<file path="src/oscg_pkg.sv">
// Purpose: Shared constants and types for the oscillator and clock gating block.
// Assumes: sys_clk is the raw oscillator clock; one quad-rate cycle spans two sys_clk cycles.
// Notes:   Register offsets are byte addresses on a 32-bit APB bus.
package oscg_pkg;

   // Clock source encodings.
   localparam logic [1:0] OSCG_SRC_INTERNAL = 2'h0;
   localparam logic [1:0] OSCG_SRC_EXTERNAL = 2'h1;
   localparam logic [1:0] OSCG_SRC_RC       = 2'h2;
   localparam logic [1:0] OSCG_SRC_CRYSTAL  = 2'h3;

   // Timeouts in quad-rate clock cycles.
   localparam int OSCG_POR_TIMEOUT    = 4096;
   localparam int OSCG_STOP_LONG      = 4096;
   localparam int OSCG_STOP_SHORT     = 32;
   localparam int OSCG_CNT_W          = 13;

   // Phase counter: bit 0 is the quad-rate clock, bit 1 double-rate, bit 2 bus clock.
   localparam int         OSCG_PHASE_W    = 3;
   localparam logic [2:0] OSCG_PHASE_LAST = 3'h7;

   // APB register map.
   localparam int          OSCG_ADDR_W     = 12;
   localparam logic [11:0] OSCG_CTRL_OFF   = 12'h000;
   localparam logic [11:0] OSCG_STATUS_OFF = 12'h004;
   localparam logic [11:0] OSCG_COUNT_OFF  = 12'h008;

   // Field positions.
   localparam int OSCG_CTRL_CLKOUT_BIT  = 0;
   localparam int OSCG_STAT_STATE_LSB   = 0;
   localparam int OSCG_STAT_SRC_LSB     = 3;
   localparam int OSCG_STAT_CPU_BIT     = 5;
   localparam int OSCG_STAT_PER_BIT     = 6;

   // Reset values.
   localparam logic        OSCG_CLKOUT_RST = 1'h0;
   localparam logic [31:0] OSCG_ZERO_WORD  = 32'h0000_0000;

   typedef enum logic [2:0] {
      OSCG_ST_POR     = 3'h0,
      OSCG_ST_RUN     = 3'h1,
      OSCG_ST_WAIT    = 3'h2,
      OSCG_ST_STOP    = 3'h3,
      OSCG_ST_RECOVER = 3'h4
   } oscg_state_t;

endpackage
</file>
<file path="src/oscg_clock_gating.sv">
// Purpose: Oscillator clock outputs, bus clock divider and CPU/peripheral clock gating.
// Assumes: srst acts as the power-on reset; the other inputs are synchronous to sys_clk.
// Notes:   Gated clocks change enable only at the end of a full bus clock period.
// What this block does
// - Output quad-rate and double-rate clocks.
// - Bus clock is half the double-rate clock.
// - Four selectable clock sources.
// - Internal oscillator selected during srst; straps set the source in the timeout.
// - Enable bit puts quad clock on pin.
// - Enable bit ignored for crystal or external.
// - Clocks held off during power-on timeout.
// - Bus clocks start right after timeout.
// - Quad clock drives counter during stop recovery.
// - Clocks off until 4096 or 32 cycles.
// - CPU clock gated off in wait.
// - Two clock sets; active modules keep clocking.
// - Peripheral clocks run during wait mode.
// - Counter held clear during stop mode.
// - Internal reset clears counter; external does not.
module oscg_clock_gating
   import oscg_pkg::*;
#(
   parameter int POR_QUAD_CYCLES   = OSCG_POR_TIMEOUT,
   parameter int STOP_LONG_CYCLES  = OSCG_STOP_LONG,
   parameter int STOP_SHORT_CYCLES = OSCG_STOP_SHORT
)
(
   // Clock and reset.
   input  wire logic                   sys_clk,
   input  wire logic                   srst,
   // Static configuration.
   input  wire logic [1:0]             cfg_clock_source,
   input  wire logic                   cfg_stop_short_delay,
   // Mode and reset events.
   input  wire logic                   por_reset,
   input  wire logic                   internal_reset,
   input  wire logic                   ext_reset_pin,
   input  wire logic                   wait_req,
   input  wire logic                   stop_req,
   input  wire logic                   wake_irq,
   // Generated clocks.
   output logic                        quad_rate_clock,
   output logic                        double_rate_clock,
   output logic                        cpu_clock,
   output logic                        periph_clock,
   output logic [1:0]                  clock_source_active,
   // Auxiliary pin.
   output logic                        aux_clock_pin_out,
   output logic                        aux_clock_pin_oe,
   output logic                        port_bit_four_sel,
   // APB slave.
   input  wire logic                   psel,
   input  wire logic                   penable,
   input  wire logic                   pwrite,
   input  wire logic [OSCG_ADDR_W-1:0] paddr,
   input  wire logic [31:0]            pwdata,
   output logic [31:0]                 prdata,
   output logic                        pready,
   output logic                        pslverr
);

   localparam logic [OSCG_CNT_W-1:0] POR_LAST   = OSCG_CNT_W'(POR_QUAD_CYCLES - 1);
   localparam logic [OSCG_CNT_W-1:0] LONG_LAST  = OSCG_CNT_W'(STOP_LONG_CYCLES - 1);
   localparam logic [OSCG_CNT_W-1:0] SHORT_LAST = OSCG_CNT_W'(STOP_SHORT_CYCLES - 1);

   typedef struct packed {
      logic [OSCG_PHASE_W-1:0] phase;
      oscg_state_t             fsm;
      logic [1:0]              src;
      logic                    clkout_en;
      logic                    cpu_on;
      logic                    per_on;
      logic                    cpu_clk;
      logic                    per_clk;
      logic                    aux_out;
      logic                    aux_oe;
      logic                    port_sel;
      logic [31:0]             prdata;
      logic                    pslverr;
   } oscg_main_t;

   oscg_main_t s;
   oscg_main_t next_s;

   logic [OSCG_CNT_W-1:0] count;
   logic                  tick;
   logic                  counting;
   logic                  done;
   logic                  cnt_clear;
   logic [OSCG_CNT_W-1:0] limit;
   logic                  setup;
   logic                  access;

   // A quad-rate cycle completes when its clock is high.
   assign tick     = s.phase[0];
   assign counting = (s.fsm == OSCG_ST_POR) || (s.fsm == OSCG_ST_RECOVER);
   assign limit    = (s.fsm == OSCG_ST_POR) ? POR_LAST :
                     (cfg_stop_short_delay ? SHORT_LAST : LONG_LAST);
   assign done     = counting && tick && (count == limit);
   // The reset pin alone never clears the counter.
   assign cnt_clear = internal_reset || por_reset || (s.fsm == OSCG_ST_STOP) || done;

   oscg_counter #(
      .WIDTH (OSCG_CNT_W)
   ) u_counter (
      .sys_clk (sys_clk),
      .srst    (srst),
      .clear   (cnt_clear),
      .tick    (tick),
      .count   (count)
   );

   assign setup  = psel && !penable;
   assign access = psel && penable;

   always_comb
   begin
      logic want_cpu;
      logic want_per;
      logic pin_shared;
      want_cpu   = 1'b0;
      want_per   = 1'b0;
      pin_shared = 1'b0;
      next_s       = s;
      next_s.phase = s.phase + OSCG_PHASE_W'(1);

      // Mode sequencing.
      if (por_reset)
      begin
         next_s.fsm = OSCG_ST_POR;
      end
      else
      begin
         case (s.fsm)
            OSCG_ST_POR:
            begin
               if (done)
               begin
                  next_s.fsm = OSCG_ST_RUN;
               end
            end
            OSCG_ST_RUN:
            begin
               if (stop_req)
               begin
                  next_s.fsm = OSCG_ST_STOP;
               end
               else if (wait_req)
               begin
                  next_s.fsm = OSCG_ST_WAIT;
               end
            end
            OSCG_ST_WAIT:
            begin
               if (wake_irq || internal_reset || ext_reset_pin)
               begin
                  next_s.fsm = OSCG_ST_RUN;
               end
            end
            OSCG_ST_STOP:
            begin
               if (wake_irq || internal_reset || ext_reset_pin)
               begin
                  next_s.fsm = OSCG_ST_RECOVER;
               end
            end
            OSCG_ST_RECOVER:
            begin
               if (done)
               begin
                  next_s.fsm = OSCG_ST_RUN;
               end
            end
            default:
            begin
               next_s.fsm = OSCG_ST_POR;
            end
         endcase
      end

      // Source is taken from the straps only while the power-on timeout runs.
      if (s.fsm == OSCG_ST_POR)
      begin
         next_s.src = cfg_clock_source;
      end

      case (s.fsm)
         OSCG_ST_RUN:
         begin
            want_cpu = 1'b1;
            want_per = 1'b1;
         end
         OSCG_ST_WAIT:
         begin
            want_per = 1'b1;
         end
         default:
         begin
            want_cpu = 1'b0;
         end
      endcase

      // Enables move only when the bus clock is about to start a low phase.
      if (s.phase == OSCG_PHASE_LAST)
      begin
         next_s.cpu_on = want_cpu;
         next_s.per_on = want_per;
      end
      next_s.cpu_clk = next_s.phase[2] && next_s.cpu_on;
      next_s.per_clk = next_s.phase[2] && next_s.per_on;

      // Auxiliary pin ownership.
      pin_shared      = (s.src == OSCG_SRC_INTERNAL) || (s.src == OSCG_SRC_RC);
      next_s.aux_oe   = pin_shared && s.clkout_en;
      next_s.port_sel = pin_shared && !s.clkout_en;
      next_s.aux_out  = next_s.aux_oe && next_s.phase[0];

      // APB: data is captured in the setup cycle and presented during access.
      if (setup)
      begin
         next_s.pslverr = 1'b0;
         next_s.prdata  = OSCG_ZERO_WORD;
         if (paddr == OSCG_CTRL_OFF)
         begin
            next_s.prdata[OSCG_CTRL_CLKOUT_BIT] = s.clkout_en;
         end
         else if (paddr == OSCG_STATUS_OFF)
         begin
            next_s.prdata[OSCG_STAT_STATE_LSB +: 3] = s.fsm;
            next_s.prdata[OSCG_STAT_SRC_LSB +: 2]   = s.src;
            next_s.prdata[OSCG_STAT_CPU_BIT]        = s.cpu_on;
            next_s.prdata[OSCG_STAT_PER_BIT]        = s.per_on;
         end
         else if (paddr == OSCG_COUNT_OFF)
         begin
            next_s.prdata[OSCG_CNT_W-1:0] = count;
         end
         else
         begin
            next_s.pslverr = 1'b1;
         end
      end
      if (access && pwrite && (paddr == OSCG_CTRL_OFF))
      begin
         next_s.clkout_en = pwdata[OSCG_CTRL_CLKOUT_BIT];
      end
   end

   always_ff @(posedge sys_clk)
   begin
      if (srst)
      begin
         s           <= '0;
         s.fsm       <= OSCG_ST_POR;
         s.src       <= OSCG_SRC_INTERNAL;
         s.clkout_en <= OSCG_CLKOUT_RST;
      end
      else
      begin
         s <= next_s;
      end
   end

   assign quad_rate_clock     = s.phase[0];
   assign double_rate_clock   = s.phase[1];
   assign cpu_clock           = s.cpu_clk;
   assign periph_clock        = s.per_clk;
   assign clock_source_active = s.src;
   assign aux_clock_pin_out   = s.aux_out;
   assign aux_clock_pin_oe    = s.aux_oe;
   assign port_bit_four_sel   = s.port_sel;
   assign prdata              = s.prdata;
   assign pready              = access;
   assign pslverr             = access && s.pslverr;
endmodule

</file>
<file path="src/oscg_counter.sv">
// Purpose: Timing counter clocked by quad-rate ticks.
// Assumes: tick is high for one sys_clk cycle per quad-rate cycle.
// Notes:   clear has priority over tick; srst also clears.
module oscg_counter
   import oscg_pkg::*;
#(
   parameter int WIDTH = OSCG_CNT_W
)
(
   // Clock and reset.
   input  wire logic             sys_clk,
   input  wire logic             srst,
   // Control.
   input  wire logic             clear,
   input  wire logic             tick,
   // Value.
   output logic [WIDTH-1:0]      count
);

   typedef struct packed {
      logic [WIDTH-1:0] count;
   } oscg_cnt_t;

   oscg_cnt_t s;
   oscg_cnt_t next_s;

   always_comb
   begin
      next_s = s;
      if (clear)
      begin
         next_s.count = '0;
      end
      else if (tick)
      begin
         next_s.count = s.count + WIDTH'(1);
      end
   end

   always_ff @(posedge sys_clk)
   begin
      if (srst)
      begin
         s <= '0;
      end
      else
      begin
         s <= next_s;
      end
   end

   assign count = s.count;

endmodule

</file>
<file path="config.mk">
export PLATFORM = sky130hd
export DESIGN_NAME = oscg_clock_gating
export DESIGN_NICKNAME = d
export VERILOG_FILES = /design/src/oscg_pkg.sv /design/src/oscg_clock_gating.sv /design/src/oscg_counter.sv
export SDC_FILE = /design/constraint.sdc
export NUM_CORES = 1
export LEC_CHECK = 0
export BUFFER_PORTS_ARGS = -buffer_cell sky130_fd_sc_hd__buf_2
export CORE_UTILIZATION = 25
export DETAILED_ROUTE_END_ITERATION = 16
export GPL_TIMING_DRIVEN = 0
export SKIP_LAST_GASP = 1
export SYNTH_ARGS = -nofsm -noshare
export SYNTH_HDL_FRONTEND = slang
export SYNTH_SLANG_ARGS = --single-unit
</file>
<file path="constraint.sdc">
create_clock -name sys_clk -period 4 [get_ports sys_clk]
set_clock_uncertainty 0.1 [all_clocks]
set_input_delay 0.4 -clock sys_clk [delete_from_list [all_inputs] [get_ports sys_clk]]
set_output_delay 0.4 -clock sys_clk [all_outputs]
set_load 0.02 [all_outputs]
</file>
---- Word-level counts from Yosys, hierarchy flattened ----
Index checks and enable logic that the tools add are counted.
storage, ports and cells
  input port bits ......................... 58
  register bits after elaboration ......... 43
  output and inout port bits .............. 43
  word-level logic and storage cells ...... 77
operators by class
  reductions and logical operators ........ 29
  eq/ne operators ......................... 13
  add/subtract/negate cells ............... 2
  mux-type cells .......................... 19
operator list
  kind                                             number
  2-to-1 mux 12 bit                                3
  2-to-1 mux 3 bit                                 5
  adder 13 x 1 -> 13 bit (second input constant)   1
  == test 13 x 12 -> 1 bit                         1
  2-to-1 mux 13 bit                                1
  == test 12 x 3 -> 1 bit (second input constant)  1
  == test 12 x 4 -> 1 bit (second input constant)  1
  logical AND 1 bit                                12
  zero test 12 bit                                 1
  one-hot mux 3 bit (4 select lines)               1
  OR reduction 2 bit                               4
  logical OR 1 bit                                 7
  2-to-1 mux 7 bit                                 1
  == test 3 x 2 -> 1 bit (second input constant)   2
  == test 3 bit (second input constant)            2
  2-to-1 mux 1 bit                                 6
  2-to-1 mux 6 bit                                 1
  != test 2 x 1 -> 1 bit (second input constant)   2
  AND reduction 4 bit                              1
  adder 3 x 1 -> 3 bit (second input constant)     1
  == test 3 x 1 -> 1 bit (second input constant)   1
  zero test 3 bit                                  1
  != test 3 bit (second input constant)            1
  == test 2 bit (second input constant)            1
  other kinds (4)                                  5

---- Depth between registers and ports, before layout ----
  word-level depth ........................ 6
  gate-level depth with buffers ........... 7
  mapped depth without buffers ............ 6

---- Cells and area by module ----
From an unflattened synthesis, not the netlist that was laid out.
unflattened totals
  cells, all modules ...................... 235
  area, all modules ....................... 2172.1 sq um
by module, submodules not included
  module             seq. area each (sq um)  instances  area each (sq um)  cells an instance
  oscg_clock_gating  600.6                   1          1546.5             167
  oscg_counter       260.2                   1          625.6              68

---- Worst setup path before layout ----
OpenSTA, ideal clock, no wires.
  kind .................................... register to register
  start ................................... register s (netlist bit quad_rate_clock)
  end ..................................... register u_counter.s (netlist bit u_counter.count[0])
  stages on the path, launching flop included .. 8
  slack ................................... 2.102 ns
  period minus slack after synthesis ...... 1.898 ns
  path buffers ............................ 3
  arrival time ............................ 1.678 ns
  setup time .............................. 0.121 ns
  data required time ...................... 3.779 ns
  cells stage by stage .................... dfxtp_1 buf_4 and4_1 buf_2 nand2_1 a2111oi_4 buf_6 nor3_1
between the ends
  longest elaborated chain between the ends .. 4
RTL lines
  what                                 RTL line                  source
  start, declared                      oscg_clock_gating.sv:82   oscg_main_t s;
  start signal, assigned               oscg_clock_gating.sv:260  s <= next_s;
  logical AND 1 bit (2 in series)      oscg_clock_gating.sv:99   assign done = counting && tick && (count == limit);
  logical OR 1 bit                     oscg_clock_gating.sv:101  assign cnt_clear = internal_reset || por_reset || (s.fsm == OSCG_ST_STOP) || done;
  OR reduction 2 bit (no source line)  --
  end signal, assigned                 oscg_counter.sv:48        s <= next_s;
  end, declared                        oscg_counter.sv:24        oscg_cnt_t s;
Several ways; a longest one is shown, not always the timed one.
A chain may end at the register's enable or synchronous reset.

---- Worst setup path in the final report ----
  start ................................... register u_counter.s (netlist bit u_counter.count[0])
  end ..................................... register u_counter.s (netlist bit u_counter.count[2])
between the ends
  longest elaborated chain between the ends .. 4
  elaborated cells on any way between the ends .. 5
  those cells by class .................... add/sub: 1; eq/ne: 1; reduce/logical: 3
RTL lines
  what
  branches (longest 4 deep; another with adder 13 x 1 -> 13 bit)
Parallel ways; which one is timed is not known.

==> impl_metrics.py <==
metrics = {
    "logic_synthesis": {
        "synth_top_area_frac": 0.3850,
        "ys_seq_area_frac": 0.3850,
        "synth_top_flop_cell": "dfxtp_1",
        "yosys.area.top_type": "dfxtp_1",
        "synth.area.top_cells": "dfxtp_1, buf_4, nor3_1, xnor2_1, nor3b_1",
        "synth_cell_types": 48,
        "yosysWarnings": 0,
        "syn_inst": 249,
        "async_flop_share": 0,
        "syn-cell-area_um2": 2236,
        "synth_area_per_cell_um2": 8.979,
        "yosys_register_bits": 43,
        "synth_edf_count": 0,
    },
    "die": {
        "rows": 34,
        "die_area_um2": 9326,
        "start_util": 0.2576,
        "ios": 101,
        "die_w_um": 96.57,
        "die_h_um": 96.57,
        "core_area_um2": 8678,
    },
    "status": {
        "status": "finished clean",
    },
    "detailed_routing": {
        "drcViolationCount": 0,
        "wl_met3_um": 265,
        "routed_wl_um": 4963,
        "dr_wl_met2_um": 2458,
        "vias_per_cell": 4.414,
        "post_drt_wl_per_cell_um": 11.49,
        "wl_met1_um": 2185,
        "maxUsedRoutingLayer": "met4",
        "drtPass1Iterations": 5,
        "ant_nets": 0,
        "drt_iter0_markers": 129,
        "vias": 1907,
    },
    "place": {
        "place_congestion": 0.7888,
        "place_area_um2": 2684,
        "dpl.hpwl_um": 3960,
        "post-place-cells": 424,
        "pre_cts_ws_ns": 1.834,
        "io_buffers": 49,
    },
    "worst_setup_path": {
        "cp.arrival_ns": 2.25,
        "critPathBufInv": 2,
        "worstPathMaxFanout": 10,
        "crit_type": "flip-flop to flip-flop",
        "cp-start-kind": "flip-flop",
        "slowest_stage": "a2111oi_4",
        "worstPathCellList": "ha_1, and4_1, buf_2, nand2_1, a2111oi_4, buf_6, nor3_1",
        "worstPathRequired_ns": 4.09,
        "critPathMaxStageDelay_ns": 0.55,
        "critPathTopFamily": "compound AO/OA/AOI/OAI gates",
        "cp-end-kind": "flip-flop",
    },
    "power_and_ir_drop": {
        "p_switching_mw": 0.2088,
        "total_power_mw": 0.9277,
        "comb_power_share": 0.094,
        "power_frac_seq": 0.471,
        "cell_internal_pwr_mw": 0.7189,
        "power.leakage_nw": 1.215,
        "powerDensity_nw_per_um2": 329.0,
        "netSwitchingFraction": 0.2250,
        "pwr-share-clk": 0.435,
        "ir_worst_vdd_mv": 0.1781,
    },
    "clock_network": {
        "clockRootBuffer": "clkbuf_8",
        "cts.sinks": 43,
        "clkTransAtPathRegs_ns": 0.08,
        "cts_buffers": 5,
        "post_cts_buffers": 0,
        "htree_num_levels": 2,
        "clockBufferDepth": 2,
        "clock_latency_ns": 0.30,
        "cts_hold_buf": 0,
        "cts_tree": "built",
        "cts_resized": 0,
    },
    "final_layout": {
        "diodes": 0,
        "postLayoutCoreUtil": 0.3250,
        "area_delta_synth_final_pct": 26.13,
        "fin_cells": 432,
        "final_layout_size_suffix_gt1_frac": 0.3395,
        "fillers": 936,
        "nets": 384,
        "final_area_um2": 2820,
    },
    "global_route": {
        "grt_use_total": 0.1123,
        "grt_max_degree": 15,
        "grt_pass1_vias": 1673,
        "grt_pass1_wl_um": 7900,
        "antenna_found_initial": 0,
        "overflow": 0,
    },
    "timing": {
        "rsz0062_at_grt": "false",
        "tns_ns": 0,
        "fmax_ghz": 0.4629,
        "tightest_slew_ns": 0.7571,
        "finalWorstSetupSlack_ns": 1.840,
        "hold_viol": 0,
        "setup_viol": 0,
        "maxSlewViolCount": 0,
        "fin_crit_sh": 0.5400,
        "finalCriticalPeriod_ns": 2.160,
        "slew-limit-headroom": 0.4942,
        "fin_hold_ws_ns": 0.2436,
    },
    "job": {
        "maxCapViolCount": 0,
    },
    "worst_hold_path": {
        "min_path_type": "input pin to flip-flop",
    },
}
[worst min-delay path: cells and delay by family]
kind                   cells  cell delay, ns
AND/OR/NAND/NOR            1            0.05
buffers and inverters      1            0.11
AO/OA/AOI/OAI              1            0.05
[Yosys cell counts, drive strengths merged (7+ instances only)]
library cell / count
nor3: 17
o21ai: 11
dfxtp: 43
inv: 12
xnor2: 8
buf: 40
nor2: 13
nor3b: 9
a31oi: 7
[power groups by stage]
stage | sequential [mW] | clock [mW] | combinational [mW]
finish | 0.437 | 0.404 | 0.0872
global placement | 0.447 | 0 | 0.0862
floorplan | 0.449 | 0 | 0.0582
detailed placement | 0.447 | 0 | 0.0870
global route | 0.437 | 0.429 | 0.0972
CTS | 0.437 | 0.412 | 0.0873
[final timing paths]
path | cells past startpoint | end | startpoint | slack, ns
worst min-delay path | 3 | clock_source_active[1] | cfg_clock_source[1] | 0.24
worst min register to register | 2 | prdata[0] | prdata[0] | 0.36
worst max register to register | 7 | u_counter.count[2] | u_counter.count[0] | 1.84
worst max-delay path | 7 | u_counter.count[2] | u_counter.count[0] | 1.84
[area by class of cell]
type	count	area, um^2	area share
Buffer	46	315.3	0.1118
Clock buffer	5	68.82	0.02440
Clock inverter	3	67.56	0.02396
Inverter	12	45.04	0.01597
Multi-Input combinational cell	166	1082	0.3838
Sequential cell	43	860.8	0.3052
Tap cell	108	135.1	0.04792
Timing Repair Buffer	49	245.2	0.08696
[flip-flops by register name, indices dropped and copies added, names as in the netlist]
name	flops
quad_rate_clock	1
clock_source_active	2
prdata	13
double_rate_clock	1
periph_clock	1
s	8
cpu_clock	1
aux_clock_pin_out	1
port_bit_four_sel	1
u_counter.count	13
aux_clock_pin_oe	1
[kinds of logic after synthesis]
logic type                 after synthesis  share of synthesized area
xor gates and xnor gates                12                    0.04701
adders and majority gates                3                    0.01679
muxes                                    3                    0.01343
DFF                                     43                     0.3850
buffers and inverters                   58                     0.1612
other                                    1                   0.001677
AOI/OAI and AO/OA                       41                     0.1293
and+or+nand+nor                         88                     0.2457
[placed cells by master (no fill, tap or decap), types with 7 or more instances in the layout]
| cell type | synthesis | final |
|---|---|---|
| nor3_1 | 16 | 16 |
| conb_1 | 1 | 19 |
| buf_2 | 3 | 52 |
| a31oi_1 | 7 | 7 |
| inv_1 | 12 | 12 |
| xnor2_1 | 8 | 8 |
| dfxtp_1 | 43 | 43 |
| buf_4 | 35 | 35 |
| nor3b_1 | 9 | 9 |
| nor2_1 | 13 | 13 |
[routing by layer]
metal,vias to the layer above,track usage
li1,974,-
met1,877,0.1320
met2,50,0.1948
met3,6,0.03286
met4,0,0.03676
met5,-,0
Note: power is estimated with default switching activity, not from simulation.
